$ cat config.mk
export PLATFORM = sky130hd
export DESIGN_NAME = uartsi_top
export DESIGN_NICKNAME = d
export VERILOG_FILES = /design/src/uartsi_pkg.sv /design/src/uartsi_top.sv
export SDC_FILE = /design/constraint.sdc
export NUM_CORES = 1
export LEC_CHECK = 0
export ABC_AREA = 1
export BUFFER_PORTS_ARGS = -buffer_cell sky130_fd_sc_hd__clkbuf_2
export CORE_MARGIN = 1
export CORE_UTILIZATION = 55
export CTS_CLUSTER_SIZE = 16
export DETAILED_ROUTE_END_ITERATION = 10
export PLACE_DENSITY = 0.75
export SLEW_MARGIN = 20
export SYNTH_ARGS = -nofsm -noshare
export SYNTH_HDL_FRONTEND = slang
export SYNTH_SLANG_ARGS = --single-unit
export TNS_END_PERCENT = 1
$ cat constraint.sdc
create_clock -name clk_i -period 4.8 [get_ports clk_i]
set_input_delay 0.48 -clock clk_i [delete_from_list [all_inputs] [get_ports clk_i]]
set_output_delay 0.48 -clock clk_i [all_outputs]
set_load 0.005 [all_outputs]
$ cat src/uartsi_pkg.sv
// shared types and constants for the two-channel serial status block
// assumes a 32-bit classic wishbone master and an external bit-level receiver
package uartsi_pkg;

  // one finished character from a channel's receiver, valid for one cycle
  typedef struct packed {
    logic       valid;
    logic [7:0] data;
    logic       parity;
    logic       stop;
  } uartsi_rxchar_s;

  // byte handed to a channel's transmit shift register
  typedef struct packed {
    logic       load;
    logic [7:0] data;
  } uartsi_txbyte_s;

  // byte addresses: channel n at n*16, global control word at 0x20
  localparam logic [3:0] OFF_STAT   = 4'h0;
  localparam logic [3:0] OFF_DATA   = 4'h4;
  localparam logic [3:0] OFF_CTRL   = 4'h8;
  localparam logic [7:0] ADR_GLOBAL = 8'h20;

  // status register fields
  localparam int ST_AVAIL = 7;
  localparam int ST_OVR   = 6;
  localparam int ST_PAR   = 5;
  localparam int ST_FRM   = 4;
  localparam int ST_RXIE  = 3;
  localparam int ST_DCD   = 2;
  localparam int ST_THE   = 1;
  localparam int ST_TXIE  = 0;

  // channel control register fields
  localparam int CT_PAR_EN  = 0;
  localparam int CT_PAR_ODD = 1;
  localparam int CT_ERR_CLR = 2;
  localparam int CT_DCD_OFF = 3;
  localparam int CT_CTS_OFF = 4;
  localparam int CT_DATA8   = 5;
  localparam logic [5:0] CTRL_RST = 6'h00;

  // global control word fields
  localparam int GL_HALT    = 0;
  localparam int GL_EDGE0   = 1;
  localparam int GL_SM      = 2;
  localparam int GL_SAR     = 4;
  localparam int GL_DMA1_DIR = 6;
  localparam int GL_IAR     = 7;
  localparam int GL_CTS_SEL = 9;
  localparam logic [9:0] GLOBAL_RST = 10'h000;

  // dma request routing codes
  localparam logic [1:0] DMA_SM_IO = 2'h3;
  localparam logic [1:0] ROUTE_CH0 = 2'h1;
  localparam logic [1:0] ROUTE_CH1 = 2'h2;

  // receive queue depth
  localparam logic [2:0] Q_DEPTH = 3'h4;

endpackage

$ cat src/uartsi_top.sv
// two-channel serial status, error flag and interrupt request logic
// assumes an external receiver that delivers each character as a one-cycle
// strobe and an external transmit shift register that signals when it is free
//
// Operation
// - receive-full bit 7 sets on load into empty queue
// - errored characters are still queued and flagged full
// - receive-full clears on last read, halt, reset, carrier
// - overrun on completed character with queue full, bit 6
// - overrun shows when last good character reaches head
// - discard after overrun until flag set then cleared
// - error flags clear by reset bit, reset, halt, carrier
// - parity mismatch with parity enabled flags bit 5
// - stop bit sampled zero flags framing bit 4
// - parity and framing flags set at queue head
// - receive enable bit 3 requests on full, reset 0
// - dma routing to channel suppresses receive-full request
// - error flags and carrier rise also request interrupt
// - carrier bit 2 high with pin, clears on read
// - transmit-empty bit 1 clears on write, sets on move
// - transmit-empty forced one in reset and halt unless channel 0 clear-to-send gates it
// - channel 0 clear-to-send high holds transmit-empty low
// - transmit enable bit 0 requests while empty, reset 0
// - parity sense zero even, one odd
// - carrier negated holds channel 0 receiver in reset
`timescale 1ns/1ps
module uartsi_top (
  input  wire logic                       clk_i,
  input  wire logic                       rst_i,
  input  wire logic                       wb_cyc_i,
  input  wire logic                       wb_stb_i,
  input  wire logic                       wb_we_i,
  input  wire logic [7:0]                 wb_adr_i,
  input  wire logic [3:0]                 wb_sel_i,
  input  wire logic [31:0]                wb_dat_i,
  output logic      [31:0]                wb_dat_o,
  output logic                            wb_ack_o,
  input  uartsi_pkg::uartsi_rxchar_s [1:0] rx_char_i,
  input  wire logic [1:0]                 tx_shift_ready_i,
  output uartsi_pkg::uartsi_txbyte_s [1:0] tx_byte_o,
  input  wire logic                       carrier_detect_0_i,
  input  wire logic                       clear_to_send_0_i,
  output logic                            rx_hold_0_o,
  output logic      [1:0]                 irq_o
);

  logic        ack_reg;
  logic [31:0] rdat_reg;
  logic [9:0]  glb_reg;
  logic [7:0]  ch_rd [2];
  logic [1:0]  hold_w;

  // one request per wishbone cycle: ack stops a second take
  wire bus_req = wb_cyc_i & wb_stb_i & ~ack_reg;
  wire bus_wr  = bus_req & wb_we_i & wb_sel_i[0];
  wire bus_rd  = bus_req & ~wb_we_i;
  wire hit_glb = wb_adr_i == uartsi_pkg::ADR_GLOBAL;
  wire halt    = glb_reg[uartsi_pkg::GL_HALT];
  wire dcd_fn  = ~glb_reg[uartsi_pkg::GL_EDGE0];
  wire cts_fn  = ~glb_reg[uartsi_pkg::GL_CTS_SEL];

  // global word; upper bits ride on lane 1
  wire [9:0] glb_next = {
    wb_sel_i[1] ? wb_dat_i[9:8] : glb_reg[9:8],
    wb_dat_i[7:0]};

  // read mux; unmapped addresses read zero but are still acked
  wire [31:0] rdat_next = hit_glb ? {22'h0, glb_reg}
                                  : {24'h0, ch_rd[0] | ch_rd[1]};

  // a read has its side effects at the take: the data word is captured
  // and a data read pops the queue in the same edge, so the answer that
  // follows a cycle later always shows the value from before the pop
  // writes also land at the take; the ack only tells the master it is done
  // a master that keeps stb up after ack is served again a cycle later,
  // since the take is masked only while ack is high
  // unmapped addresses are answered too, so a stray access never hangs
  // bus slave: ack one cycle after the take, dropped the next cycle
  always_ff @(posedge clk_i) begin
    if (rst_i) begin
      ack_reg  <= 1'b0;
      rdat_reg <= 32'h0;
      glb_reg  <= uartsi_pkg::GLOBAL_RST;
    end else begin
      ack_reg <= bus_req;
      if (bus_rd)
        rdat_reg <= rdat_next;
      if (bus_wr & hit_glb)
        glb_reg <= glb_next;
    end
  end

  assign wb_ack_o = ack_reg;
  assign wb_dat_o = rdat_reg;

  // per-channel slice, one copy for each of the two ports
  // map inside a slot: status at +0, data at +4, control at +8
  // status byte, high to low: available, overrun, parity, framing,
  //   receive enable, carrier, transmit empty, transmit enable
  // receive side
  //   finished characters from the external receiver enter a four-entry
  //   queue held in flip-flops; parity and framing results ride along as
  //   tags so the flags can latch only when that entry becomes the oldest
  //   a character that arrives with the queue full is dropped and marks the
  //   newest stored entry; the overrun flag shows once that entry is oldest
  //   from the drop until software clears the flag every new character is
  //   thrown away, so the queue never holds data from after the gap
  // pointers wrap on their own two bits; the count keeps a third bit so
  //   that four stored characters and an empty queue are told apart
  // parity is checked over seven or eight data bits as the format says,
  //   and the odd select only flips the expected sense
  // transmit side
  //   one holding register; a write fills it and the move to the shift
  //   register empties it again, seen by the far side as a load pulse
  //   the clear-to-send gate stalls the move as well as hiding the empty
  //   flag, so a byte never leaves while the far end refuses it
  // modem pins
  //   only channel 0 has carrier and clear-to-send; on channel 1 the gates
  //   are constant zero and the logic behind them folds away
  // the carrier rise event is kept until a status read so a short pulse
  //   on the pin still raises a request
  // halt flushes both directions and clears the receive and error flags, like a reset of
  //   the data path that leaves the programmed control bits alone
  // known limits: no break detection and no multiprocessor format here
  // interrupts
  //   each channel ors its enabled causes into one registered request; the
  //   register costs a cycle of latency but keeps the output glitch free

  for (genvar c = 0; c < 2; c++) begin : g_ch
    localparam logic [1:0] SLOT  = 2'(c);
    localparam logic [1:0] ROUTE = (c == 0) ? uartsi_pkg::ROUTE_CH0
                                            : uartsi_pkg::ROUTE_CH1;
    localparam logic       IS0   = (c == 0);

    // control bits as last written; the clear strobe bit reads back zero
    logic [5:0] ctrl_reg;
    // interrupt enables, the only writable status bits
    logic       rx_irq_enable_reg;
    logic       tx_irq_enable_reg;
    // queue storage and the per-entry error tags
    logic [7:0] q_data [4];
    logic [3:0] q_par;
    logic [3:0] q_frm;
    logic [3:0] q_mark;
    logic [1:0] wp_reg;
    logic [1:0] rp_reg;
    logic [2:0] cnt_reg;
    logic       fresh_reg;
    // sticky error flags, cleared only by the clear strobe, reset or flush
    logic       ovr_reg;
    logic       par_err_reg;
    logic       frm_err_reg;
    logic       pend_reg;
    logic       full_reg;
    logic [7:0] thr_reg;
    logic       load_reg;
    logic       dcd_reg;
    logic       dcd_prev_reg;
    logic       dcd_evt_reg;
    logic       irq_reg;

    // address decode within the channel slot
    wire in_ch    = wb_adr_i[7:6] == 2'h0 && wb_adr_i[5:4] == SLOT;
    wire hit_stat = in_ch && wb_adr_i[3:0] == uartsi_pkg::OFF_STAT;
    wire hit_data = in_ch && wb_adr_i[3:0] == uartsi_pkg::OFF_DATA;
    wire hit_ctrl = in_ch && wb_adr_i[3:0] == uartsi_pkg::OFF_CTRL;
    wire wr_stat  = bus_wr & hit_stat;
    wire wr_data  = bus_wr & hit_data;
    wire wr_ctrl  = bus_wr & hit_ctrl;
    wire rd_stat  = bus_rd & hit_stat;
    wire rd_data  = bus_rd & hit_data;
    // writing 1 to the clear bit is a one-cycle strobe, not a stored state
    wire err_clr  = wr_ctrl & wb_dat_i[uartsi_pkg::CT_ERR_CLR];

    // modem pins exist on channel 0 only; a high pin is negated
    wire dcd_high = IS0 & dcd_fn & carrier_detect_0_i;
    wire hold     = dcd_high & ~ctrl_reg[uartsi_pkg::CT_DCD_OFF];
    wire cts_gate = IS0 & cts_fn & clear_to_send_0_i
                  & ~ctrl_reg[uartsi_pkg::CT_CTS_OFF];
    wire flush    = halt | hold;

    // receive path; the whole queue is discarded while flushing
    uartsi_pkg::uartsi_rxchar_s ch;
    assign ch = rx_char_i[c];
    wire       discard = pend_reg | ovr_reg;
    wire       take    = ch.valid & ~flush & ~discard;
    wire       q_full  = cnt_reg == uartsi_pkg::Q_DEPTH;
    wire       push    = take & ~q_full;
    wire       ovr_evt = take & q_full;
    wire       pop     = rd_data & (cnt_reg != 3'h0);
    wire [2:0] cnt_next = 3'(cnt_reg + {2'h0, push} - {2'h0, pop});
    wire       head_new = (cnt_next != 3'h0) & ((cnt_reg == 3'h0) | pop) & ~flush;
    wire [1:0] wp_prev  = 2'(wp_reg - 2'h1);

    // parity over 7 or 8 data bits; odd select flips the expected sense
    wire [7:0] rx_bits = ctrl_reg[uartsi_pkg::CT_DATA8] ? ch.data
                                                         : {1'b0, ch.data[6:0]};
    wire par_bad = ctrl_reg[uartsi_pkg::CT_PAR_EN]
                 & ((^rx_bits ^ ch.parity) != ctrl_reg[uartsi_pkg::CT_PAR_ODD]);
    wire frm_bad = ~ch.stop;

    // flags latch only when an entry has just become the oldest
    wire ovr_set = fresh_reg & q_mark[rp_reg];
    wire par_set = fresh_reg & q_par[rp_reg];
    wire frm_set = fresh_reg & q_frm[rp_reg];
    wire avail   = cnt_reg != 3'h0;

    // transmit side; halt empties the holding register
    wire xfer = full_reg & tx_shift_ready_i[c] & ~cts_gate & ~halt;
    wire thre = ~full_reg & ~cts_gate;

    // dma routing that takes this channel's receive data
    wire supp = (glb_reg[uartsi_pkg::GL_SM +: 2] == uartsi_pkg::DMA_SM_IO
                 && glb_reg[uartsi_pkg::GL_SAR +: 2] == ROUTE)
              | (glb_reg[uartsi_pkg::GL_DMA1_DIR]
                 && glb_reg[uartsi_pkg::GL_IAR +: 2] == ROUTE);

    // single request line per channel
    // receive request is masked when a dma channel takes this data, but
    // error and carrier causes still interrupt so software sees the fault
    wire irq_next = (rx_irq_enable_reg & ((avail & ~supp) | ovr_reg | par_err_reg
                                | frm_err_reg | dcd_evt_reg))
                  | (tx_irq_enable_reg & thre);

    wire [7:0] stat = {avail, ovr_reg, par_err_reg, frm_err_reg,
                       rx_irq_enable_reg, dcd_reg, thre, tx_irq_enable_reg};

    // per-channel read data, zero when the slot is not addressed
    assign ch_rd[c] = hit_stat ? stat
                    : hit_data ? (avail ? q_data[rp_reg] : 8'h00)
                    : hit_ctrl ? {2'h0, ctrl_reg[5:3], 1'b0, ctrl_reg[1:0]}
                    : 8'h00;
    assign hold_w[c] = hold;

    // control and enables; status writes touch only the enable bits
    always_ff @(posedge clk_i) begin
      if (rst_i) begin
        ctrl_reg <= uartsi_pkg::CTRL_RST;
        // enables come back cleared so no request follows reset
        rx_irq_enable_reg <= 1'b0;
        tx_irq_enable_reg <= 1'b0;
      end else begin
        if (wr_ctrl)
          ctrl_reg <= wb_dat_i[5:0];
        if (wr_stat) begin
          rx_irq_enable_reg <= wb_dat_i[uartsi_pkg::ST_RXIE];
          tx_irq_enable_reg <= wb_dat_i[uartsi_pkg::ST_TXIE];
        end
      end
    end

    // queue storage; data itself needs no reset
    always_ff @(posedge clk_i) begin
      if (push)
        q_data[wp_reg] <= ch.data;
    end

    // queue tags and pointers
    always_ff @(posedge clk_i) begin
      if (rst_i | flush) begin
        q_par     <= 4'h0;
        q_frm     <= 4'h0;
        q_mark    <= 4'h0;
        wp_reg    <= 2'h0;
        rp_reg    <= 2'h0;
        cnt_reg   <= 3'h0;
        fresh_reg <= 1'b0;
      end else begin
        if (push) begin
          q_par[wp_reg]  <= par_bad;
          q_frm[wp_reg]  <= frm_bad;
          q_mark[wp_reg] <= 1'b0;
          wp_reg         <= 2'(wp_reg + 2'h1);
        end
        // the newest stored character carries the overrun marker
        if (ovr_evt)
          q_mark[wp_prev] <= 1'b1;
        if (pop)
          rp_reg <= 2'(rp_reg + 2'h1);
        cnt_reg   <= cnt_next;
        fresh_reg <= head_new;
      end
    end

    // error flags; a set in the same cycle as a clear wins
    always_ff @(posedge clk_i) begin
      if (rst_i | flush) begin
        ovr_reg  <= 1'b0;
        par_err_reg <= 1'b0;
        frm_err_reg <= 1'b0;
        pend_reg <= 1'b0;
      end else begin
        ovr_reg     <= (ovr_reg & ~err_clr) | ovr_set;
        par_err_reg <= (par_err_reg & ~err_clr) | par_set;
        frm_err_reg <= (frm_err_reg & ~err_clr) | frm_set;
        pend_reg <= (pend_reg | ovr_evt) & ~ovr_set;
      end
    end

    // transmit holding register; a write beats a same-cycle transfer
    always_ff @(posedge clk_i) begin
      if (rst_i | halt) begin
        full_reg <= 1'b0;
        thr_reg  <= 8'h00;
        load_reg <= 1'b0;
      end else begin
        load_reg <= xfer;
        if (wr_data) begin
          full_reg <= 1'b1;
          thr_reg  <= wb_dat_i[7:0];
        end else if (xfer) begin
          full_reg <= 1'b0;
        end
      end
    end

    // carrier status and its rising-edge event, both cleared by status read
    always_ff @(posedge clk_i) begin
      if (rst_i) begin
        dcd_reg      <= 1'b0;
        dcd_prev_reg <= 1'b0;
        dcd_evt_reg  <= 1'b0;
        irq_reg      <= 1'b0;
      end else begin
        dcd_prev_reg <= dcd_high;
        dcd_reg      <= dcd_high | (dcd_reg & ~rd_stat);
        dcd_evt_reg  <= (dcd_high & ~dcd_prev_reg)
                      | (dcd_evt_reg & ~rd_stat);
        irq_reg      <= irq_next;
      end
    end

    assign tx_byte_o[c] = '{load: load_reg, data: thr_reg};
    assign irq_o[c]     = irq_reg;
  end

  // the hold is registered so the output comes from a flip-flop; the
  // external receiver therefore sees it one cycle after the pin, which is
  // harmless because the queue is already being flushed in that cycle
  // receiver hold shown to the external receiver of channel 0
  always_ff @(posedge clk_i) begin
    if (rst_i)
      rx_hold_0_o <= 1'b0;
    else
      rx_hold_0_o <= hold_w[0];
  end

endmodule

==> results.md <==
- Max_cap viols: 0
- Die Y-Extent: 125 um
- CTS tree: done
- WL per Instance: 14.2 um
- Min Tclk post-route: approximately 2.7 ns
- CP cell instances: inv_2, nand2_1, nor3_2, nand3b_2, ha_1, inv_1, ha_1, fa_1, inv_1, xor2_1, nor3_1, a211oi_1
- Clock share of power: 0.401
- CTS Buf Count: 17
- Crit-path max cell delay: around 0.45 ns
- Drt first pass iters: 7
- Synth top area cells: dfxtp_1, edfxtp_1, nand2_1
- Final cell count without fillers: 1276
- Fill count: 1288
- Post-synth top area cell: dfxtp_1
- Crit-path max FO: 11
- Drt drc: 0
- # nets final: around 1200
- WL final: between 15000 and 20000 um
- Post-layout util: 0.632
- Hold path start: rx_char_i[0]
- Clock root buffer: clkbuf_16
- Post-synthesis adder-cell area fraction: 0.0228
- Post-route clock period utilization: 0.569
- Critical path's top delay family: adder cells
- Peak supply drop: 213 uV
- Worst-Skew Late Latency: about 0.43 ns
- H-tree Lvls: 4
- Overall power: 0.00325 W
- Cells after DPL: 1244
- Outcome: finished clean
- # rows: 44
- CP startpoint kind: register
- Cells after synthesis: 1008
- Hpwl dp: 12700 um
- Worst path buffer plus inverter count: 3
- DP Area: 0.00869 mm^2
- Post-Synth XOR/XNOR Area: 0.00525
- P per Cell Area: 351 mW/mm^2
- Setup_tns: 0 ns
- Global Route Usage Sum: 0.241
- Sequential cell area fraction in the yosys report: 0.506
- Synth Area in Compound Gates: 0.129
- Clock Sink Count: approximately 180
- Antenna viol nets, final: 0
- Largest family of logic cells by synthesized area: simple AND/OR/NAND/NOR gates
- Die ar.: 0.0157 mm^2
- Initial Util: 0.570
- Final setup violation count: 0
- Routed vias: 6580
- Inserted Diodes: 0
- Via density: slightly above 5
- Post-cts repair resize count: 0
- WP data arrival: 3.07 ns
- First-pass GRT wire length: 29400 um
- Core footprint: around 0.015 mm^2
- Initial antenna violation count: 0
- Worst slew pin tran: 0.783 ns
- RePlAce Congestion: 0.855
- RSZ-0062 raised after global routing: no
- Net Sw Frac: 0.244
- Final Max Tran Viols: 0
- IO Count: 129
- Crit. Startpoint: glb_reg[0]
- CP max stage cell: ha_1
- WS Path Type: register to register
- Multiplexer area fraction after synthesis: 0
- R2R Path Start: glb_reg[0]
- Required @ worst endpoint: 5.14 ns
- Fmax: roughly 370 MHz
- Mean post-synth cell area: approximately 8.3 um^2
- Vias in the first global route: 6054
- Switching pwr: just under 0.0008 W
- Gr ovfl total: 0
- Type of the most critical hold path: primary input to register
- Seq pwr share: 0.511
- Synthesized flop and latch total: 179
- P_leak: 4.23 nW
- Clock Pin Slew Worst Setup and Hold Paths: ~0.070 ns
- Port bufs: 82
- CTS Buffer Depth: 2
- Yosys cell types: 46
- Post-synthesis cell area: between 0.008 and 0.009 mm^2
- Max-slew headroom: 0.477
- Synth Area in Simple Gates: 0.222
- Share of cells above drive strength 1: 0.160
- Final Hold Viols: 0
- Final Skew: 0.00800 ns
- Post-CTS setup buffer count: 0
- Yosys top cell area share: 0.276
- Post-route design area: 0.00926 mm^2
- Yosys Warn Count: 0
- Gate power share: 0.088
- Largest net degree at the start of global routing: 30
- Largest register FFs: 64
- Worst Setup End Kind: register
- DRT iter0 DRCs: around 540
- Die Wd: 125 um
- P_int: 0.00246 W
- Area Overhead vs Synth: 11.0%
- Post-CTS Hold Buffers: 0
[per-layer routing]
metal	track usage	share of wire
met5	0	0
met4	0.0961	0.017
met3	0.0436	0.061
met2	0.394	0.46
met1	0.319	0.46
[cells in the final DEF (no fill, tap or decap), types with 12 or more instances in the layout]
cell type / count
clkbuf_16: 19
o21ai_0: 72
edfxtp_1: 64
nand3_1: 45
inv_2: 14
conb_1: 22
o21ai_1: 21
clkbuf_2: 82
nor2_1: 97
a21oi_1: 92
dfxtp_1: 115
inv_1: 133
nand2_1: 212
ha_1: 12
[cell usage after synthesis, drive strengths merged]
cell type  number
a211oi          5
a21oi          96
buf            46
clkbuf          6
clkinv          2
conb            1
dfxtp         115
edfxtp         64
fa              2
ha             12
inv           149
nand2         219
nand3          48
nand3b          5
nand4           2
nor2          118
nor3            5
nor4            2
o21a            1
o21ai          93
o22ai           7
o311ai          2
or2             3
xnor2           2
xor2            3
[area by class of cell]
| type | instances | area (um^2) | area share |
|---|---|---|---|
| Clock inverter | 12 | 76.3 | 0.00824 |
| Multi-Input combinational cell | 647 | 3250 | 0.351 |
| Sequential cell | 179 | 4220 | 0.456 |
| Tap cell | 184 | 230 | 0.0249 |
| Inverter | 151 | 574 | 0.0620 |
| Timing Repair Buffer | 83 | 418 | 0.0451 |
| Clock buffer | 20 | 489 | 0.0528 |
[metrics by stage]
| step | hold WS (ns) | worst slack, ns |
|---|---|---|
| after global routing | 0.261 | 1.80 |
| after global placement | 0.414 | 2.00 |
| after detailed placement | 0.427 | 1.97 |
| final | 0.262 | 2.07 |
| after CTS | 0.247 | 2.03 |
| after floorplan | 0.408 | 2.44 |
[logic make-up after synthesis]
family / after synthesis
and+or+nand+nor: 402
AOI/OAI and AO/OA: 204
buffers and inverters: 203
DFF: 179
adders and majority gates: 14
xor gates and xnor gates: 5
other: 1
[power groups by stage]
| stage | clock [W] | sequential [W] | combinational, W |
|---|---|---|---|
| after floorplan | 0 | 0.00169 | 0.000206 |
| after CTS | 0.00132 | 0.00166 | 0.000286 |
| after detailed placement | 0 | 0.00170 | 0.000283 |
| after global routing | 0.00137 | 0.00167 | 0.000325 |
| final | 0.00131 | 0.00166 | 0.000285 |
| after global placement | 0 | 0.00169 | 0.000278 |
[path summary, 6_finish.rpt]
kind | end | slack (ns) | cells past startpoint
worst max-delay path | g_ch[0].fresh_reg | 2.07 | 12
worst min-delay path | g_ch[0].q_frm[2] | 0.26 | 2
worst max register to register | g_ch[0].fresh_reg | 2.07 | 12
worst min register to register | g_ch[0].dcd_evt_reg | 0.44 | 1
No activity file was read; power rests on OpenSTA's default activity.
